## src/hw/csb_pkg.sv

```systemverilog
package csb_pkg;

  // ----------------------------------------------------------------
  // Register byte offsets
  // ----------------------------------------------------------------
  localparam logic [4:0] CSB_OFF_CTRL0  = 5'h00;
  localparam logic [4:0] CSB_OFF_TIMING = 5'h04;
  localparam logic [4:0] CSB_OFF_LENGTH = 5'h08;
  localparam logic [4:0] CSB_OFF_STATUS = 5'h0C;
  localparam logic [4:0] CSB_OFF_TXDATA = 5'h10;
  localparam logic [4:0] CSB_OFF_RXDATA = 5'h14;

  // ----------------------------------------------------------------
  // Field positions
  // ----------------------------------------------------------------
  localparam int CSB_C0_PWR  = 7;
  localparam int CSB_C0_TXE  = 6;
  localparam int CSB_C0_RXE  = 5;
  localparam int CSB_C0_DIR  = 4;
  localparam int CSB_C0_CONT = 1;
  localparam int CSB_C0_SCE  = 0;
  localparam int CSB_C1_CKP  = 4;
  localparam int CSB_C1_DAP  = 3;
  localparam int CSB_ST_BUSY = 7;
  localparam int CSB_ST_OVE  = 0;

  // ----------------------------------------------------------------
  // Masks, reset values and codes
  // ----------------------------------------------------------------
  localparam logic [7:0]  CSB_CTRL0_MASK  = 8'hF3;
  localparam logic [7:0]  CSB_TIMING_MASK = 8'h1F;
  localparam logic [7:0]  CSB_LENGTH_MASK = 8'h0F;
  localparam logic [7:0]  CSB_RST_REG     = 8'h00;
  localparam logic [15:0] CSB_RST_DATA    = 16'h0000;
  localparam logic [31:0] CSB_RD_ZERO     = 32'h0000_0000;
  localparam logic [2:0]  CSB_CKS_BRG     = 3'h6;
  localparam logic [2:0]  CSB_CKS_SLAVE   = 3'h7;
  localparam logic [4:0]  CSB_LEN_BASE    = 5'h08;
  localparam logic [4:0]  CSB_LEN_MAX     = 5'h10;
  localparam logic [4:0]  CSB_ONE_BIT     = 5'h01;
  localparam logic [7:0]  CSB_DIV_ONE     = 8'h01;
  localparam logic [7:0]  CSB_BRG_HALF    = 8'h40;

endpackage

```

## src/hw/csb_serial_top.sv

```systemverilog
`timescale 1ns/1ps
// Behaviour
// - Busy sets on transmit data write, or on dummy receive read for reception
// - Busy clears on the final serial clock edge of a transfer
// - Overrun sets when a reception completes while receive data is still unread
// - Overrun is detected in single mode even transmit-only; in continuous mode only when receiving
// - Writing 0 clears overrun; writing 1 does nothing
// - Single mode ignores transmit writes while busy, transfer undisturbed
// - Two requests: receive-complete (higher priority) and transmit-ready (lower)
// - Receive-complete pulses whenever received data enters the receive register
// - Receive-complete also pulses when an overrun occurs
// - Single mode pulses receive-complete at completion, even transmit-only
// - Continuous transmit modes pulse transmit-ready when data enters shifter
// - Single modes never pulse transmit-ready
// - Slave mode waits for external clock, then shifts data out with it
// - Single slave transmit ends: output stops, receive-complete, busy clears
// - Clock code 000 is master at half base clock; 111 is slave
// - Order 0 is MSB first; phase 00 is type 1; length 0000 is 8 bits
// - Continuous mode chains a transmit written while busy
// - Overrun overwrites receive data register with new data
// - Power bit clear resets busy and overrun like system reset
module csb_serial_top #(
  parameter logic [7:0] BRG_HALF = csb_pkg::CSB_BRG_HALF
) (
  input  wire logic        clk_sys_i,
  input  wire logic        srst_i,
  input  wire logic [4:0]  avs_address_i,
  input  wire logic        avs_read_i,
  input  wire logic        avs_write_i,
  input  wire logic [31:0] avs_writedata_i,
  input  wire logic [3:0]  avs_byteenable_i,
  output logic      [31:0] avs_readdata_o,
  output logic             avs_waitrequest_o,
  input  wire logic        serial_clock_pin_i,
  output logic             serial_clock_pin_o,
  output logic             serial_clock_pin_oe_o,
  output logic             serial_out_pin_o,
  input  wire logic        serial_in_pin_i,
  output logic             rx_done_irq_o,
  output logic             tx_ready_irq_o
);
  import csb_pkg::*;

  // ----------------------------------------------------------------
  // State
  // ----------------------------------------------------------------
  typedef struct packed {
    logic [7:0]  ctrl0;
    logic [7:0]  timing;
    logic [7:0]  length;
    logic [15:0] tx_buf;
    logic        tx_pend;
    logic [15:0] tx_sh;
    logic [15:0] rx_sh;
    logic [15:0] rx_data;
    logic        rx_full;
    logic        busy;
    logic        ove;
    logic [4:0]  cnt;
    logic [7:0]  div;
    logic        sck;
    logic        sck_oe;
    logic        so;
    logic [31:0] rdata;
    logic        wreq;
    logic        irq_r;
    logic        irq_t;
    logic        sck_s1;
    logic        sck_s2;
    logic        sck_s3;
    logic        si_s1;
    logic        si_s2;
  } csb_state_s;

  csb_state_s q;
  csb_state_s n;

  // ----------------------------------------------------------------
  // Helpers
  // ----------------------------------------------------------------
  function automatic logic [4:0] bit_len(input logic [7:0] len_reg);
    bit_len = len_reg[3] ? CSB_LEN_MAX : CSB_LEN_BASE + {2'b00, len_reg[2:0]};
  endfunction

  // Bit idx of the frame; data sits from the LSB whatever the order
  function automatic logic tx_bit(input logic [15:0] d, input logic [4:0] idx,
                                  input logic [4:0] len, input logic lsb_first);
    logic [4:0] pos;
    pos = lsb_first ? idx : len - CSB_ONE_BIT - idx;
    tx_bit = d[pos[3:0]];
  endfunction

  function automatic csb_state_s load_shift(input csb_state_s s, input logic [15:0] d);
    csb_state_s r;
    r         = s;
    r.tx_sh   = d;
    r.rx_sh   = CSB_RST_DATA;
    r.cnt     = '0;
    r.div     = '0;
    r.busy    = 1'b1;
    r.sck     = ~s.timing[CSB_C1_CKP];
    if (s.timing[CSB_C1_DAP])
    begin
      r.so = tx_bit(d, '0, bit_len(s.length), s.ctrl0[CSB_C0_DIR]);
    end
    // Only continuous transmit signals a free transmit register
    if (s.ctrl0[CSB_C0_CONT] && s.ctrl0[CSB_C0_TXE])
    begin
      r.irq_t = 1'b1;
    end
    load_shift = r;
  endfunction

  logic [4:0] len;
  logic       master;
  logic       pwr;
  logic [7:0] half;
  logic       lead;
  logic       trail;
  logic       sel;
  logic       acc;

  always_comb
  begin
    n        = q;
    n.irq_r  = 1'b0;
    n.irq_t  = 1'b0;
    len      = bit_len(q.length);
    pwr      = q.ctrl0[CSB_C0_PWR];
    master   = q.timing[2:0] != CSB_CKS_SLAVE;
    half     = (q.timing[2:0] == CSB_CKS_BRG) ? BRG_HALF : CSB_DIV_ONE << q.timing[2:0];
    lead     = 1'b0;
    trail    = 1'b0;
    sel      = avs_byteenable_i[0];
    acc      = (avs_read_i || avs_write_i) && !q.wreq;

    // ----------------------------------------------------------------
    // Pin synchronisers
    // ----------------------------------------------------------------
    n.sck_s1 = serial_clock_pin_i;
    n.sck_s2 = q.sck_s1;
    n.sck_s3 = q.sck_s2;
    n.si_s1  = serial_in_pin_i;
    n.si_s2  = q.si_s1;

    // ----------------------------------------------------------------
    // Avalon slave: answer one cycle after the request is seen
    // ----------------------------------------------------------------
    n.wreq = 1'b1;
    if ((avs_read_i || avs_write_i) && q.wreq)
    begin
      n.wreq  = 1'b0;
      n.rdata = CSB_RD_ZERO;
      case (avs_address_i)
        CSB_OFF_CTRL0:  n.rdata[7:0] = q.ctrl0;
        CSB_OFF_TIMING: n.rdata[7:0] = q.timing;
        CSB_OFF_LENGTH: n.rdata[7:0] = q.length;
        CSB_OFF_STATUS:
        begin
          n.rdata[CSB_ST_BUSY] = q.busy;
          n.rdata[CSB_ST_OVE]  = q.ove;
        end
        CSB_OFF_TXDATA: n.rdata[15:0] = q.tx_buf;
        CSB_OFF_RXDATA: n.rdata[15:0] = q.rx_data;
        default:        n.rdata = CSB_RD_ZERO;
      endcase
    end

    if (acc && avs_write_i && sel)
    begin
      case (avs_address_i)
        CSB_OFF_CTRL0:  n.ctrl0 = avs_writedata_i[7:0] & CSB_CTRL0_MASK;
        // Timing and length are frozen while the unit is powered
        CSB_OFF_TIMING: if (!pwr) n.timing = avs_writedata_i[7:0] & CSB_TIMING_MASK;
        CSB_OFF_LENGTH: if (!pwr) n.length = avs_writedata_i[7:0] & CSB_LENGTH_MASK;
        CSB_OFF_STATUS: if (!avs_writedata_i[CSB_ST_OVE]) n.ove = 1'b0;
        CSB_OFF_TXDATA:
        begin
          if (!q.busy)
          begin
            n.tx_buf = avs_writedata_i[15:0];
            if (pwr && q.ctrl0[CSB_C0_TXE])
            begin
              n = load_shift(n, avs_writedata_i[15:0]);
            end
          end
          else if (q.ctrl0[CSB_C0_CONT])
          begin
            n.tx_buf  = avs_writedata_i[15:0];
            n.tx_pend = 1'b1;
          end
          // Single mode while busy: write dropped, shifter untouched
        end
        default: ;
      endcase
    end

    if (acc && avs_read_i && avs_address_i == CSB_OFF_RXDATA)
    begin
      n.rx_full = 1'b0;
      // Dummy read starts a receive-only transfer
      if (pwr && q.ctrl0[CSB_C0_RXE] && !q.ctrl0[CSB_C0_TXE] && q.ctrl0[CSB_C0_SCE] && !q.busy)
      begin
        n = load_shift(n, q.tx_buf);
      end
    end

    // ----------------------------------------------------------------
    // Serial clock edges: own divider in master, sampled pin in slave
    // ----------------------------------------------------------------
    if (master)
    begin
      if (q.busy)
      begin
        n.div = q.div + CSB_DIV_ONE;
        if (n.div >= half)
        begin
          n.div = '0;
          n.sck = ~q.sck;
          lead  = q.sck == ~q.timing[CSB_C1_CKP];
          trail = !lead;
        end
      end
    end
    else if (q.busy && q.sck_s2 != q.sck_s3)
    begin
      lead  = q.sck_s3 == ~q.timing[CSB_C1_CKP];
      trail = !lead;
    end

    // ----------------------------------------------------------------
    // Shift engine
    // ----------------------------------------------------------------
    if (lead)
    begin
      if (q.timing[CSB_C1_DAP])
      begin
        n.rx_sh = q.ctrl0[CSB_C0_DIR] ? (q.rx_sh | (16'h0001 << q.cnt[3:0]))
                                      : {q.rx_sh[14:0], 1'b0};
        n.rx_sh[q.ctrl0[CSB_C0_DIR] ? q.cnt[3:0] : 4'h0] = q.si_s2;
      end
      else
      begin
        n.so = tx_bit(q.tx_sh, q.cnt, len, q.ctrl0[CSB_C0_DIR]);
      end
    end

    if (trail)
    begin
      if (!q.timing[CSB_C1_DAP])
      begin
        n.rx_sh = q.ctrl0[CSB_C0_DIR] ? q.rx_sh : {q.rx_sh[14:0], 1'b0};
        n.rx_sh[q.ctrl0[CSB_C0_DIR] ? q.cnt[3:0] : 4'h0] = q.si_s2;
      end
      n.cnt = q.cnt + CSB_ONE_BIT;
      if (n.cnt != len && q.timing[CSB_C1_DAP])
      begin
        n.so = tx_bit(q.tx_sh, n.cnt, len, q.ctrl0[CSB_C0_DIR]);
      end
      if (n.cnt == len)
      begin
        n.busy = 1'b0;
        // Receive register updated in single mode always, continuous only when receiving
        if (!q.ctrl0[CSB_C0_CONT] || q.ctrl0[CSB_C0_RXE])
        begin
          n.rx_data = n.rx_sh;
          n.irq_r   = 1'b1;
          if (n.rx_full)
          begin
            n.ove = 1'b1;
          end
          n.rx_full = 1'b1;
        end
        if (q.ctrl0[CSB_C0_CONT])
        begin
          if (n.tx_pend && q.ctrl0[CSB_C0_TXE])
          begin
            n.tx_pend = 1'b0;
            n = load_shift(n, n.tx_buf);
          end
          else if (!q.ctrl0[CSB_C0_TXE] && q.ctrl0[CSB_C0_RXE] && q.ctrl0[CSB_C0_SCE])
          begin
            // Receive-only continuous restarts without waiting for a read
            n = load_shift(n, n.tx_buf);
          end
        end
      end
    end

    // ----------------------------------------------------------------
    // Power off: status back to reset state
    // ----------------------------------------------------------------
    n.sck_oe = n.ctrl0[CSB_C0_PWR] && n.timing[2:0] != CSB_CKS_SLAVE;
    if (!n.ctrl0[CSB_C0_PWR])
    begin
      n.busy    = 1'b0;
      n.ove     = 1'b0;
      n.tx_pend = 1'b0;
      n.cnt     = '0;
      n.div     = '0;
      n.irq_t   = 1'b0;
    end
    if (!n.busy)
    begin
      n.sck = ~n.timing[CSB_C1_CKP];
    end
  end

  // ----------------------------------------------------------------
  // Registers
  // ----------------------------------------------------------------
  always_ff @(posedge clk_sys_i)
  begin
    if (srst_i)
    begin
      q        <= '0;
      q.ctrl0  <= CSB_RST_REG;
      q.timing <= CSB_RST_REG;
      q.length <= CSB_RST_REG;
      q.wreq   <= 1'b1;
      q.sck    <= 1'b1;
    end
    else
    begin
      q <= n;
    end
  end

  assign avs_readdata_o        = q.rdata;
  assign avs_waitrequest_o     = q.wreq;
  assign serial_clock_pin_o    = q.sck;
  assign serial_clock_pin_oe_o = q.sck_oe;
  assign serial_out_pin_o      = q.so;
  assign rx_done_irq_o         = q.irq_r;
  assign tx_ready_irq_o        = q.irq_t;

endmodule // csb_serial_top

```

## config.mk

```make
export PLATFORM = sky130hd
export DESIGN_NAME = csb_serial_top
export DESIGN_NICKNAME = d
export VERILOG_FILES = /design/src/hw/csb_pkg.sv /design/src/hw/csb_serial_top.sv
export SDC_FILE = /design/constraint.sdc
export NUM_CORES = 1
export LEC_CHECK = 0
export BUFFER_PORTS_ARGS = -buffer_cell sky130_fd_sc_hd__buf_2
export CORE_MARGIN = 5
export CORE_UTILIZATION = 30
export DETAILED_ROUTE_END_ITERATION = 8
export SLEW_MARGIN = 25
export SYNTH_ARGS = -nofsm -noshare
export SYNTH_HDL_FRONTEND = slang
export SYNTH_SLANG_ARGS = --single-unit
```

## constraint.sdc

```tcl
create_clock -name clk_sys_i -period 8 [get_ports clk_sys_i]
set_clock_uncertainty 0.1 [all_clocks]
set_input_delay 0.4 -clock clk_sys_i [delete_from_list [all_inputs] [get_ports clk_sys_i]]
set_output_delay 0.4 -clock clk_sys_i [all_outputs]
set_load 0.01 [all_outputs]
```

==> impl_results.md <==
- Sequential-to-total area share from yosys stat: 29.4%
- Slew Viols, Final: 0
- Final net count: 1,117
- Count of final hold-check violations: 0
- Slowest cell on the critical path: sky130_fd_sc_hd__a221oi_1
- Hold-fix buffers, CTS: 0
- GR met3 Demand/Resource: 2.88%
- IO Pins: 85
- Detailed-route DRC error count: 0
- Maximum resistive drop on vdd: between 0.0001 and 0.00015 V
- Overall die width: 177 µm
- Power share of the sequential group: 43.6%
- Global-route wire length before repair: a little over 40,000 µm
- Area Overhead vs Synth: 10.7%
- GR Overflow Total: 0
- Buffers plus inverters on the worst setup path: 0
- Normalized max-slew margin: 26.9%
- Placeable core region: roughly 28,000 µm²
- Reg2Reg Setup Slack: roughly 3.8 ns
- CTS tree: yes
- Req. time, crit path: 8.27 ns
- Maximum number of pins on one net before global-route repair: 49
- Highest Clock Rate: 0.239 GHz
- Cell repeated most along the worst path: sky130_fd_sc_hd__and3_1
- Final total negative setup slack: 0 ns
- Per-cell via count in the routed design: between 5 and 6
- Initial core utilization: a little over 30%
- Internal: 1070 µW
- Worst-Margin Slew: 1.09 ns
- Area share of the largest cell type after synthesis: 29.4%
- Root cell of the clock tree: sky130_fd_sc_hd__clkbuf_16
- Mapped Cells: 1,063
- Min cycle time layout: 4.18 ns
- Warning count from the yosys run: 0
- Site row count: a little over 60
- Static power due to leakage: 0.00348 µW
- Crit-path max FO: 9
- Antenna violations before repair: 0
- Type of the setup path with the least slack: flop to flop
- Number of synthesized register bits: 123
- Die Y-Extent: ~180 µm
- Synth Flop Type: sky130_fd_sc_hd__dfxtp_1
- Global routing usage on met1: 23.1%
- Layer carrying the most global-route usage: met2
- Count of flip-flops with a built-in enable after synthesis: 0
- Die ar.: 31,400 µm²
- Largest delay contributor family on the critical path: compound AO/OA/AOI/OAI gates
- Power density of the placed cells: 154 nW/µm²
- Biggest cell delay along the critical path: 0.72 ns
- Final standard cell utilization of the core: between 30% and 40%
- Via count of the first global-routing pass: 7,321
- Most frequent cell after synthesis: sky130_fd_sc_hd__nor2_1
- Iteration count of the initial detailed-routing pass: 5
- Class of the tightest hold or removal check: input port to flop
- Clock insertion delay at the later pin of the skew report: 0.43 ns
- Post-cts repair resize count: 0
- Minimum setup slack in the final design: approximately 3.8 ns
- Final setup violating endpoints: 0
- Deepest clock path buffer count: 2
- Worst-case setup slack after placement: 3.81 ns
- Switching power summed over all nets: about 360 µW
- Synthesized area: approximately 8400 µm²
- Worst EP arrival: approximately 4.5 ns
- GP Congestion: 0.957
- Startpoint kind of the worst setup timing path: flop
- Ratio of final minimum period to clock period: 52.2%
- Switching portion of total power: roughly 25%
- Total via count after detailed routing: 7,946
- Cells taking the most area after synthesis: sky130_fd_sc_hd__dfxtp_1, sky130_fd_sc_hd__mux2i_1, sky130_fd_sc_hd__nor2_1
- Count of cell types in the netlist: 81
- Violation count after the first detailed-routing iteration: 811
- Overall fraction of global-route tracks in use: 16.8%
- Result of the run: complete, no violations
- Syn avg cell area: 7.89 µm²
- M2 GR Usage: 26.2%
- Post-DRT Antenna Nets: 0
- Critical path capture point type: flop
- Share of synthesized registers carrying an async set or reset: 0%
- Number of violations of the max-capacitance limit: 0
- Synth cell count leaders: sky130_fd_sc_hd__nor2_1, sky130_fd_sc_hd__dfxtp_1, sky130_fd_sc_hd__nand2_1
- Setup repair after global routing missed its margin: false
- Number of I/O port buffers: 49
- Leading area contributor after synthesis: sky130_fd_sc_hd__dfxtp_1
- Routed Wire Length: 26,800 µm
- HPWL reported at the end of detailed placement: between 15,000 and 20,000 µm
- H-tree levels: 4
- TritonCTS buffer count: 17
- Clock power share: between 50% and 60%
- Clock-pin slew reported for the worst setup and hold paths after clock tree synthesis: around 0.060 ns
- Buffers inserted by post-CTS timing repair: 0
- Cell breakdown of the critical path: and3_1, and3_1, nand3_1, xnor2_1, ha_1, nand4_1, o31a_1, o21ai_1, a31oi_1, a221oi_1, mux2i_1, nor2_1
- Logic pwr share: 4.8%
- Share of layout cells above drive strength 1: 13.7%
- Average detailed-routed wire length per instance: 18.6 µm
- Clk sinks: 123
## sequential cells by signal (all words and copies together) (netlist names)
| register | count |
|---|---|
| rx_done_irq_o | 1 |
| serial_clock_pin_o | 1 |
| avs_readdata_o | 16 |
| q | 100 |
| tx_ready_irq_o | 1 |
| serial_out_pin_o | 1 |
| avs_waitrequest_o | 1 |
| pwr | 1 |
| serial_clock_pin_oe_o | 1 |
## cell families after synthesis
| group | share of synthesized area [%] |
|---|---|
| AOI/OAI and AO/OA | 20.2 |
| xor gates and xnor gates | 1.97 |
| adders and majority gates | 3.46 |
| buffers and inverters | 7.59 |
| DFF | 29.4 |
| muxes | 12.6 |
| other | 0.0447 |
| and+or+nand+nor | 24.7 |
## cell type report
type | count | area [µm²]
Antenna cell | 1 | 2.50
Clock buffer | 19 | 433
Clock inverter | 13 | 119
Fill cell | 2898 | 18400
Inverter | 16 | 60.1
Multi-Input combinational cell | 827 | 5380
Sequential cell | 123 | 2460
Tap cell | 378 | 473
Timing Repair Buffer | 63 | 350
## power groups by stage
stage | combinational, µW | sequential [µW] | clock, µW
floorplan | 54.7 | 635 | 0
global placement | 68.1 | 637 | 0
detailed placement | 68.7 | 637 | 0
CTS | 68.7 | 623 | 747
global route | 75.5 | 624 | 775
finish | 69.2 | 624 | 736
## layer usage
metal	share of wire [%]	wire (µm)	vias to the layer above
met5	0	0	-
met4	3.2	870	0
met3	6.2	1670	49
met2	46	12300	300
met1	45	12000	3825
li1	-	-	3772
## cell usage in the layout, fill, tap and decap left out, types with 7 or more instances in the layout
cell and instances:
sky130_fd_sc_hd__a22o_1 8, sky130_fd_sc_hd__a221oi_1 27, sky130_fd_sc_hd__o211ai_1 12, sky130_fd_sc_hd__nor2b_1 14, sky130_fd_sc_hd__a311o_1 16, sky130_fd_sc_hd__xor2_1 10, sky130_fd_sc_hd__nand2b_1 22, sky130_fd_sc_hd__nand2_1 105
sky130_fd_sc_hd__ha_1 20, sky130_fd_sc_hd__buf_4 14, sky130_fd_sc_hd__and3_1 9, sky130_fd_sc_hd__a21oi_1 61, sky130_fd_sc_hd__conb_1 16, sky130_fd_sc_hd__inv_1 13, sky130_fd_sc_hd__xnor2_1 7, sky130_fd_sc_hd__nor2_1 158
sky130_fd_sc_hd__clkbuf_16 17, sky130_fd_sc_hd__dfxtp_1 123, sky130_fd_sc_hd__nand3_1 43, sky130_fd_sc_hd__a22oi_1 8, sky130_fd_sc_hd__mux2i_1 68, sky130_fd_sc_hd__o21ai_0 33, sky130_fd_sc_hd__and2_1 8, sky130_fd_sc_hd__a31oi_1 18
sky130_fd_sc_hd__mux4_2 10, sky130_fd_sc_hd__mux2_2 7, sky130_fd_sc_hd__nor3_1 29, sky130_fd_sc_hd__buf_2 49, sky130_fd_sc_hd__a211oi_1 8
## path summary, 6_finish.rpt
check        cells after the start                from    end
min reg2reg                      1                q[4]   q[3]
max                             12               q[45]  q[71]
min                              2  serial_clock_pin_i   q[4]
max reg2reg                     12               q[45]  q[71]
## stage by stage
| step | std cells | instance area [µm²] | hold slack, ns | total power (µW) |
|---|---|---|---|---|
| after global routing | 1439 | 9280 | 0.148 | 1470 |
| after floorplan | 1078 | 8440 | 0.314 | 690 |
| final | 1440 | 9280 | 0.106 | 1430 |
| after CTS | 1439 | 9270 | 0.109 | 1440 |
| after detailed placement | 1407 | 8720 | 0.328 | 706 |
| after global placement | 1407 | 8710 | 0.325 | 705 |
## worst reg2reg max path: stages (launching register included)
cell	delay, ns
sky130_fd_sc_hd__dfxtp_1	0.42
sky130_fd_sc_hd__and3_1	0.25
sky130_fd_sc_hd__and3_1	0.24
sky130_fd_sc_hd__nand3_1	0.11
sky130_fd_sc_hd__xnor2_1	0.16
sky130_fd_sc_hd__ha_1	0.30
sky130_fd_sc_hd__nand4_1	0.09
sky130_fd_sc_hd__o31a_1	0.40
sky130_fd_sc_hd__o21ai_1	0.56
sky130_fd_sc_hd__a31oi_1	0.50
sky130_fd_sc_hd__a221oi_1	0.72
sky130_fd_sc_hd__mux2i_1	0.15
sky130_fd_sc_hd__nor2_1	0.11
Power figures use the tool's default switching activity.
